### config.mk
export PLATFORM = sky130hd
export DESIGN_NAME = hub_port_power_charging_ctrl
export DESIGN_NICKNAME = d
export VERILOG_FILES = /design/src/core/oc_filter.v /design/src/core/hub_port_power_charging_ctrl.v
export VERILOG_INCLUDE_DIRS = /design/src /design/src/core
export SDC_FILE = /design/constraint.sdc
export NUM_CORES = 1
export LEC_CHECK = 0
export ABC_AREA = 1
export BUFFER_PORTS_ARGS = -buffer_cell sky130_fd_sc_hd__buf_2
export CAP_MARGIN = 5
export CELL_PAD_IN_SITES_DETAIL_PLACEMENT = 2
export CELL_PAD_IN_SITES_GLOBAL_PLACEMENT = 2
export CORE_MARGIN = 3
export CORE_UTILIZATION = 35
export DETAILED_ROUTE_END_ITERATION = 10
export GPL_TIMING_DRIVEN = 0
export PLACE_DENSITY_LB_ADDON = 0.1
export SLEW_MARGIN = 0
export SYNTH_ARGS = -nofsm -noshare
export SYNTH_HDL_FRONTEND = slang
export SYNTH_SLANG_ARGS = --single-unit
### constraint.sdc
create_clock -name clk -period 7.5 [get_ports clk]
set_input_delay 1.125 -clock clk [delete_from_list [all_inputs] [get_ports clk]]
set_output_delay 1.125 -clock clk [all_outputs]
set_load 0.05 [all_outputs]
### src/core/hub_power_consts.vh
/*
 Constants for the hub port power and charging controller: register offsets,
 field positions, reset values, mode codes and timing.
 Assumes inclusion by bare name from files under core/.
*/
`ifndef HUB_POWER_CONSTS_VH
`define HUB_POWER_CONSTS_VH

// Register byte offsets
`define REG_CTRL 4'h0
`define REG_PORT_POWER 4'h4
`define REG_STATUS 4'h8
`define REG_OC_LATCH 4'hC

// Control register fields
`define CTRL_GANGED 0
`define CTRL_BC_EN 1
`define CTRL_AUTO 2
`define CTRL_SEL_LO 4
`define CTRL_SEL_HI 5
`define CTRL_U2_LO 8
`define CTRL_U2_HI 11
`define CTRL_RESET 32'h0000_0002

// Manual charge selection codes
`define SEL_DCP 2'h0
`define SEL_DIVIDER_CHARGE_MODE_1 2'h1
`define SEL_DIVIDER_CHARGE_MODE_2 2'h2
`define SEL_DIVIDER_CHARGE_MODE_3 2'h3

// Charge mode output codes
`define CHG_OFF 3'h0
`define CHG_CDP 3'h1
`define CHG_DCP 3'h2
`define CHG_DIVIDER_CHARGE_MODE_1 3'h3
`define CHG_DIVIDER_CHARGE_MODE_2 3'h4
`define CHG_DIVIDER_CHARGE_MODE_3 3'h5

// Upstream link speed codes
`define SPD_SS 2'h0
`define SPD_HS 2'h1
`define SPD_FS 2'h2
`define SPD_LS 2'h3

// Internal port and billboard placement
`define INT_PORT_NUM 3'h5
`define ALT_MODE_COUNT 2'h1

// AXI responses
`define RESP_OKAY 2'h0
`define RESP_SLVERR 2'h2

// Timing: dwell per automatic charging step
`define CLK_MHZ 50
`define CHARGE_STEP_US 100000

`endif

### src/core/oc_filter.v
/*
 Over-current input conditioner: two-flop synchroniser followed by a
 two-sample agreement filter that rejects single-cycle glitches.
 Assumes the raw pin is asynchronous to clk.
*/
`timescale 1ns/100ps
`default_nettype none

module oc_filter (
    // Clock and reset
    input wire clk,
    input wire rst,
    // Raw pin, active low
    input wire pin_n,
    // Filtered over-current level, active high
    output reg active
);

reg sync1;
reg sync2;
reg prev;

always @(posedge clk or posedge rst) begin
    if (rst) begin
        sync1 <= 1'b1;
        sync2 <= 1'b1;
        prev <= 1'b1;
        active <= 1'b0;
    end else begin
        sync1 <= pin_n;
        sync2 <= sync1;
        prev <= sync2;
        // Only a level seen on two samples running is believed
        if (sync2 == prev) begin
            active <= ~sync2;
        end
    end
end

endmodule

`default_nettype wire

### src/core/hub_port_power_charging_ctrl.v
/*
 Port power switching, over-current handling, charging mode selection and
 downstream speed gating for a four-port hub, with an AXI4-Lite register slave.
 Assumes upstream state inputs come from logic on clk; over-current pins are
 asynchronous and active low.
*/
`timescale 1ns/100ps
`default_nettype none
`include "hub_power_consts.vh"

// Function
// - Individual mode switches each port's power from its own host request, or every port while a dedicated or divider charge mode is active.
// - Individual mode over-current removes power only from the reporting port.
// - Ganged mode powers every port when any port needs power.
// - Ganged mode keeps shared power on until no port needs it.
// - Ganged mode over-current switches all ports off together.
// - Connected upstream with charging enabled offers charging downstream port mode, except a manually picked divider mode while unconfigured.
// - Unconnected upstream allows dedicated charging mode on downstream ports.
// - Divider charge modes only while upstream unconnected or not configured.
// - Automatic mode steps divider 3, 2, 1, then dedicated charging.
// - High-speed or slower upstream disables SuperSpeed on all downstream ports.
// - Full/low-speed upstream disables SuperSpeed and high-speed downstream.
// - Four external ports plus one internal USB 2.0-only port.
// - Internal port runs high or full speed, matching upstream.
// - Billboard sits on the highest-numbered USB 2.0 downstream port.
// - Billboard reports exactly one alternate mode.
// - Each port may be set USB 2.0-only with SuperSpeed off.
// - Single reference clock drives all logic.
// - Reset returns all registers to defaults; nothing operates meanwhile.
module hub_port_power_charging_ctrl #(
    parameter CHARGE_STEP_CYCLES = `CHARGE_STEP_US * `CLK_MHZ
) (
    // Clock and reset
    input wire clk,
    input wire rst,
    // AXI4-Lite write address
    input wire [3:0] s_axi_awaddr,
    input wire s_axi_awvalid,
    output wire s_axi_awready,
    // AXI4-Lite write data
    input wire [31:0] s_axi_wdata,
    input wire [3:0] s_axi_wstrb,
    input wire s_axi_wvalid,
    output wire s_axi_wready,
    // AXI4-Lite write response
    output reg [1:0] s_axi_bresp,
    output reg s_axi_bvalid,
    input wire s_axi_bready,
    // AXI4-Lite read address
    input wire [3:0] s_axi_araddr,
    input wire s_axi_arvalid,
    output wire s_axi_arready,
    // AXI4-Lite read data
    output reg [31:0] s_axi_rdata,
    output reg [1:0] s_axi_rresp,
    output reg s_axi_rvalid,
    input wire s_axi_rready,
    // Upstream state
    input wire up_connected,
    input wire up_configured,
    input wire [1:0] up_speed,
    // Power switches and over-current pins
    input wire [3:0] oc_n,
    output reg [3:0] port_power_en,
    // Downstream speed enables
    output reg [3:0] port_ss_en,
    output reg [3:0] port_hs_en,
    output reg int_port_hs,
    // Charging and billboard
    output reg [2:0] charge_mode,
    output wire [2:0] billboard_port,
    output wire [1:0] alt_mode_count
);

localparam ST_IDLE = 5'b00001;
localparam ST_DIVIDER_CHARGE_MODE_3 = 5'b00010;
localparam ST_DIVIDER_CHARGE_MODE_2 = 5'b00100;
localparam ST_DIVIDER_CHARGE_MODE_1 = 5'b01000;
localparam ST_DCP = 5'b10000;

////////////////////////////////////////////////////////////////////////////////
// Over-current conditioning

wire [3:0] oc_level;

genvar gi;
generate
    for (gi = 0; gi < 4; gi = gi + 1) begin : g_oc
        oc_filter u_oc (
            .clk(clk),
            .rst(rst),
            .pin_n(oc_n[gi]),
            .active(oc_level[gi])
        );
    end
endgenerate

////////////////////////////////////////////////////////////////////////////////
// Register bus

reg [31:0] ctrl;
reg [3:0] host_power;
reg [3:0] oc_latch;
reg [3:0] aw_addr;
reg aw_got;
reg [31:0] w_data;
reg [3:0] w_strb;
reg w_got;

wire ganged = ctrl[`CTRL_GANGED];
wire bc_en = ctrl[`CTRL_BC_EN];
wire auto_mode = ctrl[`CTRL_AUTO];
wire [1:0] charge_sel = ctrl[`CTRL_SEL_HI:`CTRL_SEL_LO];
wire [3:0] usb2_only = ctrl[`CTRL_U2_HI:`CTRL_U2_LO];

assign s_axi_awready = ~aw_got & ~s_axi_bvalid;
assign s_axi_wready = ~w_got & ~s_axi_bvalid;
assign s_axi_arready = ~s_axi_rvalid;

wire do_write = aw_got & w_got & ~s_axi_bvalid;
wire wr_ctrl = do_write & (aw_addr == `REG_CTRL);
wire wr_power = do_write & (aw_addr == `REG_PORT_POWER);
wire wr_oc = do_write & (aw_addr == `REG_OC_LATCH);
wire wr_known = wr_ctrl | wr_power | wr_oc | (aw_addr == `REG_STATUS);

// Over-current levels become sticky; a new event beats a same-cycle clear
wire [3:0] oc_clear = (wr_oc & w_strb[0]) ? w_data[3:0] : 4'h0;
wire [3:0] next_oc_latch = (oc_latch & ~oc_clear) | oc_level;

integer bi;
always @(posedge clk or posedge rst) begin
    if (rst) begin
        ctrl <= `CTRL_RESET;
        host_power <= 4'h0;
        oc_latch <= 4'h0;
        aw_addr <= 4'h0;
        aw_got <= 1'b0;
        w_data <= 32'h0000_0000;
        w_strb <= 4'h0;
        w_got <= 1'b0;
        s_axi_bvalid <= 1'b0;
        s_axi_bresp <= `RESP_OKAY;
    end else begin
        oc_latch <= next_oc_latch;
        if (s_axi_awvalid & s_axi_awready) begin
            aw_addr <= {s_axi_awaddr[3:2], 2'b00};
            aw_got <= 1'b1;
        end
        if (s_axi_wvalid & s_axi_wready) begin
            w_data <= s_axi_wdata;
            w_strb <= s_axi_wstrb;
            w_got <= 1'b1;
        end
        if (wr_ctrl) begin
            for (bi = 0; bi < 4; bi = bi + 1) begin
                if (w_strb[bi]) begin
                    ctrl[bi*8 +: 8] <= w_data[bi*8 +: 8];
                end
            end
        end
        if (wr_power & w_strb[0]) begin
            host_power <= w_data[3:0];
        end
        if (do_write) begin
            aw_got <= 1'b0;
            w_got <= 1'b0;
            s_axi_bvalid <= 1'b1;
            s_axi_bresp <= wr_known ? `RESP_OKAY : `RESP_SLVERR;
        end else if (s_axi_bready) begin
            s_axi_bvalid <= 1'b0;
        end
    end
end

wire [31:0] status_word = {16'h0000, 2'b00, alt_mode_count, 1'b0, charge_mode,
                           oc_level, port_power_en};

always @(posedge clk or posedge rst) begin
    if (rst) begin
        s_axi_rvalid <= 1'b0;
        s_axi_rdata <= 32'h0000_0000;
        s_axi_rresp <= `RESP_OKAY;
    end else if (s_axi_arvalid & s_axi_arready) begin
        s_axi_rvalid <= 1'b1;
        s_axi_rresp <= `RESP_OKAY;
        case ({s_axi_araddr[3:2], 2'b00})
            `REG_CTRL: s_axi_rdata <= ctrl;
            `REG_PORT_POWER: s_axi_rdata <= {28'h0000000, host_power};
            `REG_STATUS: s_axi_rdata <= status_word;
            `REG_OC_LATCH: s_axi_rdata <= {28'h0000000, oc_latch};
            default: begin
                s_axi_rdata <= 32'h0000_0000;
                s_axi_rresp <= `RESP_SLVERR;
            end
        endcase
    end else if (s_axi_rready) begin
        s_axi_rvalid <= 1'b0;
    end
end

////////////////////////////////////////////////////////////////////////////////
// Automatic charging sequence

reg [4:0] chg_state;
reg [4:0] next_chg_state;
reg [31:0] step_count;

// Runs only while upstream is absent; any connect drops back to idle
wire auto_run = bc_en & auto_mode & ~up_connected;
wire step_done = (step_count == CHARGE_STEP_CYCLES - 1);

always @* begin
    next_chg_state = chg_state;
    case (chg_state)
        ST_IDLE: begin
            if (auto_run) begin
                next_chg_state = ST_DIVIDER_CHARGE_MODE_3;
            end
        end
        ST_DIVIDER_CHARGE_MODE_3: begin
            if (!auto_run) begin
                next_chg_state = ST_IDLE;
            end else if (step_done) begin
                next_chg_state = ST_DIVIDER_CHARGE_MODE_2;
            end
        end
        ST_DIVIDER_CHARGE_MODE_2: begin
            if (!auto_run) begin
                next_chg_state = ST_IDLE;
            end else if (step_done) begin
                next_chg_state = ST_DIVIDER_CHARGE_MODE_1;
            end
        end
        ST_DIVIDER_CHARGE_MODE_1: begin
            if (!auto_run) begin
                next_chg_state = ST_IDLE;
            end else if (step_done) begin
                next_chg_state = ST_DCP;
            end
        end
        ST_DCP: begin
            // Final step is held for as long as upstream stays away
            if (!auto_run) begin
                next_chg_state = ST_IDLE;
            end
        end
        default: next_chg_state = ST_IDLE;
    endcase
end

always @(posedge clk or posedge rst) begin
    if (rst) begin
        chg_state <= ST_IDLE;
        step_count <= 32'h0000_0000;
    end else begin
        chg_state <= next_chg_state;
        if (next_chg_state != chg_state || chg_state == ST_IDLE || chg_state == ST_DCP) begin
            step_count <= 32'h0000_0000;
        end else begin
            step_count <= step_count + 32'h0000_0001;
        end
    end
end

////////////////////////////////////////////////////////////////////////////////
// Charging mode selection

reg [2:0] next_charge_mode;
reg [2:0] sel_mode;

always @* begin
    case (charge_sel)
        `SEL_DIVIDER_CHARGE_MODE_1: sel_mode = `CHG_DIVIDER_CHARGE_MODE_1;
        `SEL_DIVIDER_CHARGE_MODE_2: sel_mode = `CHG_DIVIDER_CHARGE_MODE_2;
        `SEL_DIVIDER_CHARGE_MODE_3: sel_mode = `CHG_DIVIDER_CHARGE_MODE_3;
        default: sel_mode = `CHG_DCP;
    endcase
end

always @* begin
    next_charge_mode = `CHG_OFF;
    if (!bc_en) begin
        next_charge_mode = `CHG_OFF;
    end else if (up_connected && up_configured) begin
        next_charge_mode = `CHG_CDP;
    end else if (up_connected) begin
        // Not yet configured: manually picked divider modes allowed, dedicated mode is not
        if (!auto_mode && sel_mode != `CHG_DCP) begin
            next_charge_mode = sel_mode;
        end else begin
            next_charge_mode = `CHG_CDP;
        end
    end else if (auto_mode) begin
        case (chg_state)
            ST_DIVIDER_CHARGE_MODE_3: next_charge_mode = `CHG_DIVIDER_CHARGE_MODE_3;
            ST_DIVIDER_CHARGE_MODE_2: next_charge_mode = `CHG_DIVIDER_CHARGE_MODE_2;
            ST_DIVIDER_CHARGE_MODE_1: next_charge_mode = `CHG_DIVIDER_CHARGE_MODE_1;
            ST_DCP: next_charge_mode = `CHG_DCP;
            default: next_charge_mode = `CHG_OFF;
        endcase
    end else begin
        next_charge_mode = sel_mode;
    end
end

////////////////////////////////////////////////////////////////////////////////
// Power switching and speed gating

// Charging without a host needs VBUS on every port
wire charge_power = (next_charge_mode != `CHG_OFF) & (next_charge_mode != `CHG_CDP);
wire [3:0] power_req = host_power | {4{charge_power}};
reg [3:0] next_power;

always @* begin
    if (ganged) begin
        // Shared switch: on while any port asks, off for all on any fault
        next_power = {4{(|power_req) & ~(|next_oc_latch)}};
    end else begin
        next_power = power_req & ~next_oc_latch;
    end
end

wire ss_ok = (up_speed == `SPD_SS);
wire hs_ok = (up_speed == `SPD_SS) | (up_speed == `SPD_HS);

always @(posedge clk or posedge rst) begin
    if (rst) begin
        port_power_en <= 4'h0;
        port_ss_en <= 4'h0;
        port_hs_en <= 4'h0;
        int_port_hs <= 1'b0;
        charge_mode <= `CHG_OFF;
    end else begin
        port_power_en <= next_power;
        port_ss_en <= {4{ss_ok}} & ~usb2_only;
        port_hs_en <= {4{hs_ok}};
        int_port_hs <= hs_ok;
        charge_mode <= next_charge_mode;
    end
end

// Internal USB 2.0 port is number five, highest on the USB 2.0 hub
assign billboard_port = `INT_PORT_NUM;
assign alt_mode_count = `ALT_MODE_COUNT;

endmodule

`default_nettype wire

Word level (Yosys, flattened, before mapping)
Index checks and enable logic that the tools add are counted.

Word-level logic and storage cells: 148. Register bits: 182. Output and inout port bits: 62. Input port bits: 59.

Reduce and logical (&&, ||, !) cells: 19. Add/sub/neg operators: 1. Muxes and demuxes: 29. Equality and inequality tests: 23. Bitwise gates (word level): 38.

Operators by type and width (count): $pmux W32 S4 (1); $mux W5 (8); $add A32 B1 Y32 const B (1); $eq A32 B23 Y1 const B (1); $mux W32 (1); $pmux W5 S5 (1); $and A1 B1 Y1 (16); $mux W3 (5); $and A4 B4 Y4 (3); $eq A2 B2 Y1 const B (6); $not A4 Y4 (3); $pmux W3 S4 (1); $not A1 Y1 (10); $pmux W3 S3 (1); $eq A2 B1 Y1 const B (4); $mux W1 (8); $mux W4 (2); $or A4 B4 Y4 (2); $reduce_and A2 Y1 (4); $reduce_bool A2 Y1 (4); $reduce_or A4 Y1 (2); $eq A5 B1 Y1 const B (1); $eq A5 B2 Y1 const B (1); $eq A5 B3 Y1 const B (1); 14 further kinds (23).

Longest topological paths before layout
Word-level depth: 14. Depth in mapped cells: 14. Depth with buffers taken out: 13.

Hierarchy
Synthesis repeated with hierarchy kept, for this count alone.

Cells, all modules: 927. Area, all modules: 8079.0 um^2.

Modules (own cells, without submodules): hub_port_power_charging_ctrl (area an instance 7558.5 um^2, cells an instance 883, times used 1, seq. area each 4106.4 um^2); oc_filter (area an instance 130.1 um^2, cells an instance 11, times used 4, seq. area each 103.8 um^2).

Least setup slack after synthesis
OpenSTA, ideal clock, no wires.

Path type: register to output. From: reg s_axi_bvalid. To: out s_axi_awready. Cell stages (with the launch flop): 2. Slack: 5043 ps. Arrival: 1332 ps. Required time: 6375 ps. Buffers on the path: 0. Cells stage by stage: dfrtp_1 nor2_1.

Cells in the longest elaborated chain, start to end: 2.

Ends and longest elaborated chain: start: declaration (RTL line hub_port_power_charging_ctrl.v:47) `output reg s_axi_bvalid,`; start signal: assignment (RTL line hub_port_power_charging_ctrl.v:141) `s_axi_bvalid <= 1'b0;`; start signal: assignment (RTL line hub_port_power_charging_ctrl.v:167) `s_axi_bvalid <= 1'b1;`; start signal: assignment (RTL line hub_port_power_charging_ctrl.v:170) `s_axi_bvalid <= 1'b0;`; $not A1 Y1 (RTL line hub_port_power_charging_ctrl.v:116) `assign s_axi_awready = ~aw_got & ~s_axi_bvalid;`; $and A1 B1 Y1 (RTL line hub_port_power_charging_ctrl.v:116); end: declaration (RTL line hub_port_power_charging_ctrl.v:39) `output wire s_axi_awready,`.

Every way passes these cells.

Final worst setup path
From: reg s_axi_bvalid. To: out s_axi_wready.

Cells in the longest elaborated chain, start to end: 2.

Ends and longest elaborated chain: $not A1 Y1 (RTL line hub_port_power_charging_ctrl.v:117) `assign s_axi_wready = ~w_got & ~s_axi_bvalid;`; $and A1 B1 Y1 (RTL line hub_port_power_charging_ctrl.v:117); end: declaration (RTL line hub_port_power_charging_ctrl.v:44) `output wire s_axi_wready,`.

Every way passes these cells.

==> impl_metrics.env <==
export IMPL_met2WireLength_mm=11.5
export IMPL_setup_ws_ps=5090
export IMPL_place_gp_congestion=0.782
export IMPL_synthTopCellsByArea="dfrtp_1 51%, nand2_1 8.1%, o21ai_0 4.8%"
export IMPL_final_antenna_net_count=0
export IMPL_final_area_um2=9660
export IMPL_start_util_pct=35.8
export IMPL_synth_top_area_share_pct=51.1
export IMPL_p_leak_nw=4.47
export IMPL_cts_resized=0
export IMPL_dp_slack_ps=4730
export IMPL_rows=55
export IMPL_crit_path_top_delay_cell="dfrtp_1"
export IMPL_synth_edf_count=0
export IMPL_dp_hpwl_mm=17.1
export IMPL_synth_area_um2=8130
export IMPL_clock_latency_ps=440
export IMPL_post_place_cells=1281
export IMPL_finalMaxSlewViolations=0
export IMPL_dr_pass1_iters=4
export IMPL_area_delta_synth_final_pct=18.8
export IMPL_power_ir_vdd_worst_uv=141
export IMPL_grt_usage_pct=19.2
export IMPL_root_buffer="clkbuf_16"
export IMPL_synthFlopType="dfrtp_1"
export IMPL_slew_headroom_pct=60.2
export IMPL_globalRouteOverflowTotal=0
export IMPL_wl_per_cell_um=17.4
export IMPL_synth_commonest_cells="176 x nand2_1, 166 x dfrtp_1, 91 x nor2_1"
export IMPL_reg2reg_slack_ps=5220
export IMPL_die_area_um2=25100
export IMPL_dr_max_layer_used="met5"
export IMPL_timing_hold_ws_ps=359
export IMPL_yosysMostFrequentCell="nand2_1"
export IMPL_final_nets=1075
export IMPL_htree_levels=4
export IMPL_path_clk_slew_ps=80
export IMPL_post_cts_setup_buffers=0
export IMPL_worst_slew_pin_slew_ps=597
export IMPL_core_area_um2=22700
export IMPL_power_density_nw_per_um2=314
export IMPL_post_dp_cell_area_um2=9070
export IMPL_crit_family="flip-flops"
export IMPL_wl_met1_mm=10.3
export IMPL_cts_buffer_depth=2
export IMPL_nFillCells=2576
export IMPL_n_antenna_cell=0
export IMPL_synth_distinct_cells=34
export IMPL_synth_avg_cell_area_um2=9.21
export IMPL_wl_mm=22.8
export IMPL_cts_num_sinks=180
export IMPL_drive_gt1_share_pct=24.2
export IMPL_worstPathRequired_ps=6380
export IMPL_crit_buf_inv=1
export IMPL_ys_warnings_count=0
export IMPL_syn_instance_count=882
export IMPL_startpoint_type="register"
export IMPL_outcome="finished, final reports clean"
export IMPL_cts_hold_buf=0
export IMPL_synth_largest_area_cell="dfrtp_1"
export IMPL_final_cells=1313
export IMPL_port_buffers=107
export IMPL_cts_tree="yes"
export IMPL_cts_buffers=17
export IMPL_worstPathArrival_ps=1280
export IMPL_grt_pass1_vias=7138
export IMPL_die_w_um=158
export IMPL_critical_path_cell_chain="nor2_1, buf_2"
export IMPL_async_reset_ff_share_pct=100
export IMPL_grt_pass1_wl_mm=37.8
export IMPL_cp_max_fo=5
export IMPL_fin_crit_sh_pct=32.1
export IMPL_max_freq_mhz=415
export IMPL_setup_violations_final=0
export IMPL_vias=6387
export IMPL_synth_seq_area_share_pct=55.7
export IMPL_hold_viol=0
export IMPL_cap_violations=0
export IMPL_end_kind="output port"
export IMPL_die_h_um=158
export IMPL_first_iter_violations=207
export IMPL_fin_crit_ps=2410
export IMPL_grt_max_degree=108
export IMPL_met3_length_um=667
export IMPL_critPathMaxStageDelay_ps=420
export IMPL_path_class="register to output port"
export IMPL_io_pins=121
export IMPL_antenna_found_initial=2
export IMPL_vias_per_cell=4.86
export IMPL_hp_class="register to register"
export IMPL_rsz0062_at_grt="false"
export IMPL_drc_errors=0
export IMPL_ys_ff_latch=180
export IMPL_skew_ps=11.0
[flip-flops by register name (all words and copies together) (netlist names)]
signal            flops
w_got                 1
g_oc.u_oc.prev        4
charge_mode           3
aw_addr               2
oc_latch              4
s_axi_rvalid          1
g_oc.u_oc.sync2       4
s_axi_rdata          32
int_port_hs           1
g_oc.u_oc.active      4
s_axi_bresp           1
w_strb                4
port_ss_en            4
aw_got                1
ctrl                 32
step_count           32
chg_state             5
g_oc.u_oc.sync1       4
w_data               32
port_power_en         4
host_power            4
s_axi_bvalid          1
[metal layers]
layer / GRT usage (%) / vias up
li1: - / 3066
met4: 4.75 / 4
met5: 0 / -
met3: 3.91 / 24
met1: 25.1 / 3209
met2: 32.8 / 84
[worst reg2reg max path: stages, from the launching register on]
cell and delay, ps:
dfrtp_1 380, ha_1 200, nand2_1 110, nor2_4 170, nand2_1 140, nor2_4 170
nand3_1 160, nor3_2 350, nand3_1 160, xor2_1 270, nor2_4 60
[through the flow]
step           TNS (ps)  util, %  power (mW)
2_1_floorplan         0        -        1.91
3_3_place_gp    -154060     39.8        2.13
3_5_place_dp          0     40.0        2.17
4_1_cts               0     42.5        3.09
5_1_grt               0     42.5        3.24
6_report              0     42.5        3.04
[cells by family (layout without fill, tap and decap cells)]
group	after synthesis	in the layout	share of synthesized area, %
multiplexers	5	5	0.693
AND/OR/NAND/NOR	390	390	23.8
AO/OA/AOI/OAI	144	144	9.27
other	2	8	0.0924
adder cells (fa/ha/maj)	1	1	0.154
buffers and inverters	131	271	7.21
XOR/XNOR	29	29	3.13
flip-flops	180	180	55.7
[layout by cell type (no fill, tap or decap), types with 2 or more instances in the layout]
cell type / instances
a21oi_1: 57
a41oi_1: 5
buf_12: 3
buf_2: 107
buf_4: 12
clkbuf_1: 22
clkbuf_16: 17
conb_1: 8
dfrtp_1: 166
dfstp_2: 14
inv_1: 78
inv_2: 15
inv_6: 4
inv_8: 7
mux2_2: 5
nand2_1: 176
nand2_2: 7
nand3_1: 29
nand3_2: 4
nand4_1: 14
nor2_1: 91
nor2_2: 10
nor2_4: 34
nor3_1: 15
nor3_2: 2
nor4_1: 4
o21ai_0: 78
o31ai_1: 2
xnor2_1: 5
xor2_1: 24
[power by group]
| part | total (mW) | internal, mW | switching [mW] |
|---|---|---|---|
| clock | 0.898 | 0.450 | 0.448 |
| combinational | 0.772 | 0.216 | 0.557 |
| sequential | 1.36 | 1.22 | 0.149 |
| total | 3.04 | 1.88 | 1.15 |
[path summary, 6_finish.rpt]
kind                                      end          startpoint  cells after the start
setup reg to reg               step_count[26]       step_count[0]                     10
hold reg to reg            g_oc[3].u_oc.sync2  g_oc[3].u_oc.sync1                      0
setup / recovery                 s_axi_wready        s_axi_bvalid                      2
hold / removal             g_oc[3].u_oc.sync2  g_oc[3].u_oc.sync1                      0
min in group asynchronous        s_axi_rvalid                 rst                      2
max in group asynchronous           w_data[8]                 rst                      3
[area by class of cell]
| type | count | area [um2] | share of cell area, % |
|---|---|---|---|
| flip-flops and latches | 180 | 4520 | 46.8 |
| well taps | 285 | 357 | 3.69 |
| plain buffers | 37 | 233 | 2.41 |
| clock buffers | 18 | 429 | 4.44 |
| multi-input cells | 577 | 3040 | 31.5 |
| repair buffers | 108 | 563 | 5.83 |
| clock inverters | 14 | 151 | 1.57 |
| inverters | 94 | 360 | 3.73 |
Power figures use the tool's default switching activity.
